File: config.mk
export PLATFORM = sky130hd
export DESIGN_NAME = downconversion_path
export DESIGN_NICKNAME = d
export VERILOG_FILES = /design/src/logic/downconv_pkg.sv /design/src/logic/word_fifo_if.sv /design/src/logic/downconversion_path.sv /design/src/logic/word_fifo.sv
export SDC_FILE = /design/constraint.sdc
export NUM_CORES = 2
export LEC_CHECK = 0
export ABC_AREA = 1
export BUFFER_PORTS_ARGS = -buffer_cell sky130_fd_sc_hd__buf_4
export CELL_PAD_IN_SITES_DETAIL_PLACEMENT = 0
export CELL_PAD_IN_SITES_GLOBAL_PLACEMENT = 1
export CORE_MARGIN = 4
export CORE_UTILIZATION = 51
export DETAILED_ROUTE_END_ITERATION = 10
export PLACE_DENSITY_LB_ADDON = 0.15
export SYNTH_ARGS = -nofsm -noshare
export SYNTH_HDL_FRONTEND = slang
export SYNTH_SLANG_ARGS = --single-unit
File: constraint.sdc
create_clock -name core_clk -period 30.3 [get_ports core_clk]
set_input_delay 3.03 -clock core_clk [delete_from_list [all_inputs] [get_ports core_clk]]
set_output_delay 3.03 -clock core_clk [all_outputs]
set_load 0.01 [all_outputs]
File: src/logic/downconv_pkg.sv
/*
 * constants shared by the down-conversion path and its fifo.
 * assumes one 100 mhz core clock and a synchronous active-high reset.
 */
package downconv_pkg;
    // clock figures
    localparam int CLK_PERIOD_NS = 10;                  // core_clk period
    // widths
    localparam int SAMPLE_W = 14;                       // converter sample width
    localparam int CALC_W = 20;                         // internal filter precision
    localparam int ACC_W = 25;                          // accumulator, 20 bits plus log2(32)
    localparam int FREQ_W = 32;                         // oscillator frequency word
    localparam int LUT_ADDR_W = 6;                      // phase bits used for sine and cosine
    localparam int LUT_W = 12;                          // signed sine/cosine amplitude
    localparam int LUT_SHIFT = 11;                      // product scaling back to 20 bits
    localparam int SAMPLE_PAD = CALC_W - SAMPLE_W;      // left justification of the sample
    localparam int WORD_W = CALC_W + 1;                 // fifo word: q flag and data
    // decimation and resolution encodings
    localparam logic [2:0] DECIM_LOG2_MIN = 3'h1;       // factor 2
    localparam logic [2:0] DECIM_LOG2_MAX = 3'h5;       // factor 32
    localparam logic [2:0] RES_SEL_MAX = 3'h6;          // 14 + 6 = 20 bit output
    localparam int RES_MIN = 14;                        // narrowest output resolution
    // fifo
    localparam int FIFO_DEPTH = 8;                      // words in the output fifo
    localparam int FIFO_LVL_W = 4;                      // level counter width
    localparam logic [FIFO_LVL_W-1:0] READY_LEVEL = 4'h5; // leave room for three words
    // reset values
    localparam logic [FREQ_W-1:0] FREQ_RESET = 32'h0;   // oscillator idle at reset
    localparam logic [FREQ_W-1:0] PHASE_RESET = 32'h0;  // accumulator phase at reset
endpackage

File: src/logic/word_fifo_if.sv
/*
 * valid/ready carrier between the down-conversion core and its output fifo.
 * assumes both ends run on the same clock.
 */
`timescale 1ns/1ns
interface word_fifo_if #(parameter int W = 21, parameter int LW = 4);
    logic push_valid;       // producer offers a word
    logic push_ready;       // fifo has room
    logic [W-1:0] push_data;
    logic pop_valid;        // fifo holds a word
    logic pop_ready;        // consumer takes it
    logic [W-1:0] pop_data;
    logic [LW-1:0] level;   // words currently held
    modport producer (output push_valid, push_data, pop_ready, input push_ready, pop_valid, pop_data, level);
    modport store (input push_valid, push_data, pop_ready, output push_ready, pop_valid, pop_data, level);
endinterface
File: src/logic/downconversion_path.sv
/*
 * optional digital down-conversion path: nco mixer, decimating filter, gain,
 * quarter-rate real output and truncation, feeding an 8-word output fifo.
 * assumes samples arrive on core_clk from the converter core, configuration
 * inputs are static or come from logic on core_clk, and the align pin is
 * asynchronous.
 */
`timescale 1ns/1ns
// Function
// - path off unless enabled; factors 2..32
// - 32-bit nco mixer before zero-centred filter
// - real mode bypasses mixer, low-pass only
// - filter arithmetic carried at 20 bits
// - truncate results to chosen output resolution
// - selectable 6-dB gain in complex mode
// - selectable 3-dB gain in real mode
// - output rate equals input rate over factor
// - quarter-rate mix gives real at double rate
// - complex exponential multiplies each real sample
// - phase invert selects negative exponent
// - frequency word signed over half rate span
// - new word active only after restart toggle or align event
// - align event resets phase, loads word
// - align event resets decimation dividers
module downconversion_path
    import downconv_pkg::*;
(
    // clock and reset
    input wire logic core_clk,
    input wire logic rst,
    // converter sample stream
    input wire logic [SAMPLE_W-1:0] sample_in,
    input wire logic sample_valid,
    output logic sample_ready,
    // configuration
    input wire logic path_enable,
    input wire logic complex_mode,
    input wire logic [2:0] decim_log2,
    input wire logic gain_enable,
    input wire logic quarter_mix,
    input wire logic phase_invert,
    input wire logic [2:0] res_sel,
    input wire logic [FREQ_W-1:0] freq_word,
    input wire logic mixer_restart,
    // synchronisation pin
    input wire logic powerdown_align_pin,
    // formatted output
    output logic [CALC_W-1:0] out_data,
    output logic out_is_q,
    output logic out_valid,
    input wire logic out_ready
);
    typedef struct packed {
        logic pin_s1;                  // align pin, first stage
        logic pin_s2;                  // align pin, second stage
        logic pin_prev;                // align pin, last seen level
        logic restart_prev;            // restart bit, last seen level
        logic [FREQ_W-1:0] freq_active; // frequency in use
        logic [FREQ_W-1:0] phase;      // phase accumulator
        logic [4:0] cnt;               // decimation divider
        logic signed [ACC_W-1:0] acc_i; // in-phase sum
        logic signed [ACC_W-1:0] acc_q; // quadrature sum
        logic rot;                     // quarter-rate rotation step
        logic push_valid;              // word waiting for the fifo
        logic [WORD_W-1:0] push_data;
        logic pend_valid;              // second word of a pair
        logic [WORD_W-1:0] pend_data;
        logic ready;                   // registered sample_ready
        logic [CALC_W-1:0] odata;      // registered output word
        logic oq;
        logic ovalid;
    } dp_state_t;

    dp_state_t st;
    dp_state_t next_st;
    word_fifo_if #(.W(WORD_W), .LW(FIFO_LVL_W)) fq();

    // output fifo
    word_fifo #(.W(WORD_W), .DEPTH(FIFO_DEPTH)) u_fifo (
        .core_clk(core_clk),
        .rst(rst),
        .port(fq.store)
    );

    // quarter-wave cosine, 17 points over 0..90 degrees
    function automatic logic signed [LUT_W-1:0] quarter_tab(input logic [4:0] k);
        case (k)
            5'h00: quarter_tab = 12'sh7ff;
            5'h01: quarter_tab = 12'sh7f5;
            5'h02: quarter_tab = 12'sh7d8;
            5'h03: quarter_tab = 12'sh7a7;
            5'h04: quarter_tab = 12'sh763;
            5'h05: quarter_tab = 12'sh70d;
            5'h06: quarter_tab = 12'sh6a6;
            5'h07: quarter_tab = 12'sh62e;
            5'h08: quarter_tab = 12'sh5a7;
            5'h09: quarter_tab = 12'sh513;
            5'h0a: quarter_tab = 12'sh471;
            5'h0b: quarter_tab = 12'sh3c5;
            5'h0c: quarter_tab = 12'sh30f;
            5'h0d: quarter_tab = 12'sh252;
            5'h0e: quarter_tab = 12'sh18f;
            5'h0f: quarter_tab = 12'sh0c9;
            default: quarter_tab = 12'sh000;
        endcase
    endfunction

    // full-circle cosine from six phase bits
    function automatic logic signed [LUT_W-1:0] cos_of(input logic [LUT_ADDR_W-1:0] p);
        logic [4:0] i;
        i = {1'b0, p[3:0]};
        case (p[5:4])
            2'h0: cos_of = quarter_tab(i);
            2'h1: cos_of = -quarter_tab(5'h10 - i);
            2'h2: cos_of = -quarter_tab(i);
            default: cos_of = quarter_tab(5'h10 - i);
        endcase
    endfunction

    // scaled product of a 20-bit value and a table entry
    function automatic logic signed [CALC_W-1:0] mix(input logic signed [CALC_W-1:0] x,
                                                     input logic signed [LUT_W-1:0] c);
        logic signed [CALC_W+LUT_W-1:0] prod;
        prod = x * c;
        mix = CALC_W'(prod >>> LUT_SHIFT);
    endfunction

    // clamp a wide value into 20 signed bits
    function automatic logic signed [CALC_W-1:0] sat(input logic signed [CALC_W+1:0] v);
        if (v > (CALC_W+2)'(2**(CALC_W-1) - 1)) begin
            sat = {1'b0, {(CALC_W-1){1'b1}}};
        end else if (v < -(CALC_W+2)'(2**(CALC_W-1))) begin
            sat = {1'b1, {(CALC_W-1){1'b0}}};
        end else begin
            sat = CALC_W'(v);
        end
    endfunction

    // gain, then truncation to the selected resolution
    function automatic logic [CALC_W-1:0] finish(input logic signed [CALC_W-1:0] v,
                                                 input logic g, input logic cplx,
                                                 input logic [2:0] rs);
        logic signed [CALC_W+1:0] w;
        logic signed [CALC_W-1:0] r;
        logic [CALC_W-1:0] mask;
        w = (CALC_W+2)'(v);
        if (g && cplx) begin
            w = w <<< 1;
        end else if (g) begin
            w = w + (w >>> 2) + (w >>> 3) + (w >>> 5);
        end
        r = sat(w);
        mask = {CALC_W{1'b1}} << (CALC_W - RES_MIN - int'(rs > RES_SEL_MAX ? RES_SEL_MAX : rs));
        finish = r & mask;
    endfunction

    logic take;
    logic sync_event;
    logic [2:0] dlog;
    logic [4:0] last_cnt;
    logic signed [CALC_W-1:0] x20;
    logic signed [CALC_W-1:0] mi;
    logic signed [CALC_W-1:0] mq;
    logic signed [LUT_W-1:0] sn;
    logic signed [CALC_W-1:0] yi;
    logic signed [CALC_W-1:0] yq;

    // sample handshake and synchronisation events
    assign take = sample_valid && st.ready;
    assign sync_event = (st.restart_prev != mixer_restart) || (st.pin_s2 && !st.pin_prev);
    assign dlog = (decim_log2 < DECIM_LOG2_MIN || decim_log2 > DECIM_LOG2_MAX) ? DECIM_LOG2_MIN : decim_log2;
    assign last_cnt = 5'((1 << dlog) - 1);
    assign x20 = {sample_in, {SAMPLE_PAD{1'b0}}};
    assign sn = cos_of(st.phase[FREQ_W-1 -: LUT_ADDR_W] - 6'h10);
    // mixer: x times exp(+/- j w n), real mode bypasses it
    assign mi = complex_mode ? mix(x20, cos_of(st.phase[FREQ_W-1 -: LUT_ADDR_W])) : x20;
    assign mq = !complex_mode ? '0 : (phase_invert ? -mix(x20, sn) : mix(x20, sn));
    // dump value of the integrate-and-dump low-pass, divided by the factor
    assign yi = CALC_W'((st.acc_i + ACC_W'(mi)) >>> dlog);
    assign yq = CALC_W'((st.acc_q + ACC_W'(mq)) >>> dlog);

    // next state of the whole path
    always_comb begin
        next_st = st;
        next_st.pin_s1 = powerdown_align_pin;
        next_st.pin_s2 = st.pin_s1;
        next_st.pin_prev = st.pin_s2;
        next_st.restart_prev = mixer_restart;
        // fifo accepts the waiting word, then the pair's second word moves up
        if (st.push_valid && fq.push_ready) begin
            next_st.push_valid = st.pend_valid;
            next_st.push_data = st.pend_data;
            next_st.pend_valid = 1'b0;
        end
        if (take && !path_enable) begin
            // path off: sample goes out left-justified at 20 bits, truncated to res_sel
            next_st.push_valid = 1'b1;
            next_st.push_data = {1'b0, finish(x20, 1'b0, 1'b0, res_sel)};
        end else if (take) begin
            // oscillator advances once per sample, wrapping naturally
            next_st.phase = st.phase + st.freq_active;
            if (st.cnt >= last_cnt) begin
                // one output per factor samples
                next_st.cnt = '0;
                next_st.acc_i = '0;
                next_st.acc_q = '0;
                next_st.push_valid = 1'b1;
                if (!complex_mode) begin
                    next_st.push_data = {1'b0, finish(yi, gain_enable, 1'b0, res_sel)};
                end else if (quarter_mix) begin
                    // rotate by quarter turns: I, -Q then -I, Q
                    next_st.rot = !st.rot;
                    next_st.push_data = {1'b0, finish(st.rot ? -yi : yi, gain_enable, 1'b1, res_sel)};
                    next_st.pend_valid = 1'b1;
                    next_st.pend_data = {1'b0, finish(st.rot ? yq : -yq, gain_enable, 1'b1, res_sel)};
                end else begin
                    next_st.push_data = {1'b0, finish(yi, gain_enable, 1'b1, res_sel)};
                    next_st.pend_valid = 1'b1;
                    next_st.pend_data = {1'b1, finish(yq, gain_enable, 1'b1, res_sel)};
                end
            end else begin
                next_st.cnt = st.cnt + 5'h1;
                next_st.acc_i = st.acc_i + ACC_W'(mi);
                next_st.acc_q = st.acc_q + ACC_W'(mq);
            end
        end
        // restart or align: load pending word, zero phase and dividers
        if (sync_event) begin
            next_st.freq_active = freq_word;
            next_st.phase = PHASE_RESET;
            next_st.cnt = '0;
            next_st.acc_i = '0;
            next_st.acc_q = '0;
            next_st.rot = 1'b0;
        end
        next_st.ready = (fq.level <= READY_LEVEL);
        // registered output stage in front of the consumer
        if (!st.ovalid || out_ready) begin
            next_st.ovalid = fq.pop_valid;
            next_st.odata = fq.pop_data[CALC_W-1:0];
            next_st.oq = fq.pop_data[CALC_W];
        end
    end

    // fifo side of the carrier
    assign fq.push_valid = st.push_valid;
    assign fq.push_data = st.push_data;
    assign fq.pop_ready = !st.ovalid || out_ready;
    assign sample_ready = st.ready;
    assign out_data = st.odata;
    assign out_is_q = st.oq;
    assign out_valid = st.ovalid;

    // register the state
    always_ff @(posedge core_clk) begin
        if (rst) begin
            st <= '0;
            st.freq_active <= FREQ_RESET;
        end else begin
            st <= next_st;
        end
    end

    // checks
    property p_sync_load;
        @(posedge core_clk) disable iff (rst)
        sync_event |=> (st.phase == PHASE_RESET) && (st.freq_active == $past(freq_word)) && (st.cnt == 5'h0);
    endproperty
    a_sync_load: assert property (p_sync_load) else $error("align event did not reset oscillator");

    property p_freq_hold;
        @(posedge core_clk) disable iff (rst)
        !sync_event |=> $stable(st.freq_active);
    endproperty
    a_freq_hold: assert property (p_freq_hold) else $error("frequency changed without restart");

    property p_phase_step;
        @(posedge core_clk) disable iff (rst)
        (take && path_enable && !sync_event) |=> st.phase == $past(st.phase) + $past(st.freq_active);
    endproperty
    a_phase_step: assert property (p_phase_step) else $error("phase did not advance by word");

    property p_bypass;
        @(posedge core_clk) disable iff (rst)
        (take && !path_enable && res_sel == RES_SEL_MAX) |=> st.push_valid && st.push_data[CALC_W-1:0] == $past(x20);
    endproperty
    a_bypass: assert property (p_bypass) else $error("disabled path altered the sample");

    property p_cnt_bound;
        @(posedge core_clk) disable iff (rst)
        path_enable && $stable(dlog) |-> st.cnt <= last_cnt;
    endproperty
    a_cnt_bound: assert property (p_cnt_bound) else $error("divider beyond factor");

    property p_dump;
        @(posedge core_clk) disable iff (rst)
        (take && path_enable && !sync_event && st.cnt == last_cnt) |=> st.push_valid && st.cnt == 5'h0;
    endproperty
    a_dump: assert property (p_dump) else $error("no output at divider end");

    property p_real_single;
        @(posedge core_clk) disable iff (rst)
        (take && path_enable && !complex_mode) |=> !st.pend_valid;
    endproperty
    a_real_single: assert property (p_real_single) else $error("real mode produced a pair");

    property p_pair;
        @(posedge core_clk) disable iff (rst)
        (take && path_enable && complex_mode && !sync_event && st.cnt == last_cnt) |=> st.pend_valid;
    endproperty
    a_pair: assert property (p_pair) else $error("complex output lacks second word");

    property p_ready_margin;
        @(posedge core_clk) disable iff (rst)
        fq.level > READY_LEVEL |=> !sample_ready;
    endproperty
    a_ready_margin: assert property (p_ready_margin) else $error("ready held with fifo nearly full");

    property p_out_hold;
        @(posedge core_clk) disable iff (rst)
        out_valid && !out_ready |=> out_valid && $stable(out_data) && $stable(out_is_q);
    endproperty
    a_out_hold: assert property (p_out_hold) else $error("output word changed before it was taken");

    property p_idle_phase;
        @(posedge core_clk) disable iff (rst)
        !path_enable && !sync_event |=> $stable(st.phase);
    endproperty
    a_idle_phase: assert property (p_idle_phase) else $error("oscillator moved while path disabled");

    property p_real_no_q;
        @(posedge core_clk) disable iff (rst)
        path_enable && !complex_mode |-> st.acc_q == '0;
    endproperty
    a_real_no_q: assert property (p_real_no_q) else $error("real mode built a quadrature sum");

    // scenarios worth seeing
    c_complex_out: cover property (@(posedge core_clk) disable iff (rst) out_valid && out_is_q);
    c_sync: cover property (@(posedge core_clk) disable iff (rst) sync_event ##1 take);
    c_quarter: cover property (@(posedge core_clk) disable iff (rst) quarter_mix && st.rot && st.push_valid);
    c_bypass: cover property (@(posedge core_clk) disable iff (rst) take && !path_enable);
    c_refused: cover property (@(posedge core_clk) disable iff (rst) sample_valid && !sample_ready);
endmodule

File: src/logic/word_fifo.sv
/*
 * synchronous fifo, width and depth as parameters, valid/ready on both sides.
 * assumes depth is a power of two and one clock with synchronous reset.
 */
`timescale 1ns/1ns
module word_fifo
    import downconv_pkg::*;
#(
    parameter int W = WORD_W,
    parameter int DEPTH = FIFO_DEPTH
) (
    // clock and reset
    input wire logic core_clk,
    input wire logic rst,
    // both sides
    word_fifo_if.store port
);
    localparam int AW = $clog2(DEPTH);

    typedef struct packed {
        logic [DEPTH-1:0][W-1:0] mem; // word storage
        logic [AW-1:0] wr;            // write pointer
        logic [AW-1:0] rd;            // read pointer
        logic [AW:0] cnt;             // held words
    } fifo_state_t;

    fifo_state_t st;
    fifo_state_t next_st;
    logic do_push;
    logic do_pop;

    // honest flags straight from the count
    assign port.push_ready = (st.cnt != (AW+1)'(DEPTH));
    assign port.pop_valid = (st.cnt != '0);
    assign port.pop_data = st.mem[st.rd];
    assign port.level = FIFO_LVL_W'(st.cnt);
    assign do_push = port.push_valid && port.push_ready;
    assign do_pop = port.pop_valid && port.pop_ready;

    // next state of pointers and storage
    always_comb begin
        next_st = st;
        if (do_push) begin
            next_st.mem[st.wr] = port.push_data;
            next_st.wr = st.wr + 1'b1;
        end
        if (do_pop) begin
            next_st.rd = st.rd + 1'b1;
        end
        next_st.cnt = st.cnt + (AW+1)'(do_push) - (AW+1)'(do_pop);
    end

    // register the state
    always_ff @(posedge core_clk) begin
        if (rst) begin
            st <= '0;
        end else begin
            st <= next_st;
        end
    end
endmodule

==> results.txt <==
1st-iter DRT viols -> 2746
Remaining global-route overflow -> 0
RSZ-0062 raised after global routing -> no
Most frequent cells in the layout -> nand2_1 (1367), inv_1 (855), nor2_1 (576)
Most common cell after layout, fill and taps aside -> nand2_1
Vias -> 37300
Worst-Skew Late Latency -> 0.61 ns
Drt drc -> 0
Final setup TNS -> 0 ns
Syn_area_per_cell -> 6.73 sq um
Post-synth EDFFs -> 0
Vert. Die Dim -> 287 um
CTS max path bufs -> 3
Total Wirelength -> 122000 um
Final Hold Fails -> 0
Htree depth -> 2
First-pass GRT wire length -> 197000 um
Seq/Total Area, Yosys -> 19.2%
GPL Wtd Cong -> 0.934
Crit path DAT -> 15.45 ns
Vias per cell -> 5.45
DR pass1 iterations -> 5
WS Path Type -> reg2reg
Boundary Pins -> 86
Initial antenna violation count -> 2
Met3 Wirelength -> 8160 um
Crit path top cell by count -> nand2_1
Critical Path Start Type -> flop
Fin. max-slew vios -> 0
Core area -> 77300 sq um
Top Metal Used -> met4
Status -> finished, final reports clean
Req. time, crit path -> 30.75 ns
Vias in the first global route -> 36100
Final Setup Violations -> 0
Netlist cell types -> 62
Skew final -> 0.0401 ns
# resized after CTS -> 0
Predominant post-synthesis flop cell -> dfxtp_1
WHS Path Cells -> 2
HP Class -> reg2reg
Nets -> 6428
Clock root buffer -> clkbuf_16
WL met2 -> 54800 um
Slew HR -> 21.7%
Fin crit period -> 15.00 ns
Area added between synthesis and finish -> 6.74%
Post-DP HPWL -> 90700 um
Port Buf Inserts -> 85
Met1 wire length -> 54900 um
Die Wd -> 287 um
Worst Tran Pin Value -> 1.17 ns
CTS tree -> yes
Routed length per instance -> 17.8 um
Die area -> 82400 sq um
Kind of end point of the critical path -> flop
Share of layout cells above drive strength 1 -> 5.37%
YS warnings -> 0
Clk slew on worst S/H paths -> 0.07 ns
# Post-CTS Setup Buffers -> 0
Register bit total from synthesis -> 380
Mapped cell area -> 39700 sq um
Initial Utilization -> 51.3%
Post-Syn Instances -> 5900
Routed Antenna Nets -> 0
Slowest stage delay, CP -> 0.58 ns
Asr flop ratio synth -> 0%
Slowest-stage cell, CP -> fa_1
R2R depth -> 92
Hold buffer count at cts -> 0
Num rows -> 102
TritonCTS buffer count -> 47
Final period utilization -> 49.5%
Fmax -> 66.7 MHz
Total clock sinks -> 380
Worst Path Max Fanout -> 15
Max-Cap Viols -> 0
Pin count of the biggest net entering global routing -> 150
Gr usage total -> 29.6%
==> cell families after synthesis <==
group,after synthesis,synth area share (%)
buffers and inverters,1198,11.7
flip-flops,380,19.2
XOR/XNOR,141,3.11
AND/OR/NAND/NOR,2371,24.3
adder cells (fa/ha/maj),589,24.9
other,1,0.00945
AO/OA/AOI/OAI,1219,16.8
multiplexers,1,0.0252
==> state kept, by name, summed over array words and instances (netlist names), named ones only <==
name	flops
out_data	20
out_valid	1
st	144
sample_ready	1
u_fifo.port.level	4
u_fifo.st	174
fq.push_valid	1
next_st	2
fq.push_data	21
out_is_q	1
==> final cells by class <==
type                    instances  area (sq um)
clock buffers                  69          1390
well taps                    1040          1300
inverters                     893          3360
flip-flops and latches        380          7610
multi-input cells            4323         27500
repair buffers                131           983
diodes                          2          5.00
clock inverters                13           231
fillers                      7824         35000
==> cell usage after synthesis (4+ instances only) <==
cell,count,share of area (%)
buf_2,11,0.14
buf_4,24,0.45
a31oi_1,19,0.30
nand3b_1,9,0.17
o21bai_1,32,0.61
nand3_2,6,0.15
nor2_2,4,0.063
clkinv_1,13,0.12
or2_2,22,0.35
nor3_1,45,0.57
o31ai_1,9,0.17
nand2_2,12,0.19
nand3_1,264,3.3
clkbuf_1,228,2.2
xor2_1,99,2.2
o21a_1,6,0.11
o211ai_1,66,1.2
inv_1,857,8.1
fa_1,337,17
a21o_1,8,0.15
o21ai_0,530,6.7
buf_6,5,0.14
o21ai_1,29,0.37
nand4_1,30,0.47
o22ai_1,32,0.50
nor4_1,6,0.095
a21oi_1,431,5.4
o21ai_2,6,0.13
o221ai_1,15,0.33
a211oi_1,11,0.21
a31o_2,4,0.088
o2111ai_1,4,0.088
dfxtp_1,380,19
nand2_1,1368,13
and3_1,4,0.063
xnor2_1,42,0.93
buf_1,37,0.35
nor2_1,587,5.6
ha_1,252,7.9
inv_2,23,0.22
==> metrics by stage <==
stage | instance area [sq um] | setup slack (ns) | util, % | instances | hold slack [ns]
floorplan | 39700 | 16.66 | - | 5901 | 0.388
global placement | 40800 | 15.39 | 52.7 | 6767 | 0.396
detailed placement | 40800 | 15.28 | 52.7 | 6767 | 0.402
CTS | 42400 | 15.38 | 54.8 | 6849 | 0.405
global route | 42400 | 13.72 | 54.8 | 6850 | 0.418
finish | 42400 | 15.30 | 54.8 | 6851 | 0.403
==> worst paths after layout <==
| kind | from | to | slack (ns) |
|---|---|---|---|
| setup / recovery | st[149] | fq.push_data[16] | 15.30 |
| hold / removal | next_st[189] | next_st[188] | 0.40 |
| setup reg to reg | st[149] | fq.push_data[16] | 15.30 |
| hold reg to reg | next_st[189] | next_st[188] | 0.40 |
==> metal layers <==
| metal | global-route usage [%] | vias to the layer above |
|---|---|---|
| li1 | - | 18500 |
| met1 | 41.0 | 17500 |
| met4 | 8.60 | 0 |
| met2 | 48.0 | 1117 |
| met5 | 0 | - |
| met3 | 4.54 | 192 |
==> worst max-delay path, delay by kind of cell (launching register included) <==
kind / cells / cell delay [ns]
compound gates: 20 / 2.85
buf+inv: 15 / 1.91
xor+xnor: 2 / 0.40
simple gates: 43 / 4.00
fa+ha+maj: 12 / 5.07
flops: 1 / 0.54
Power is not shown: default switching activity piles up to over one toggle a cycle in this logic, so the estimate is an artifact.
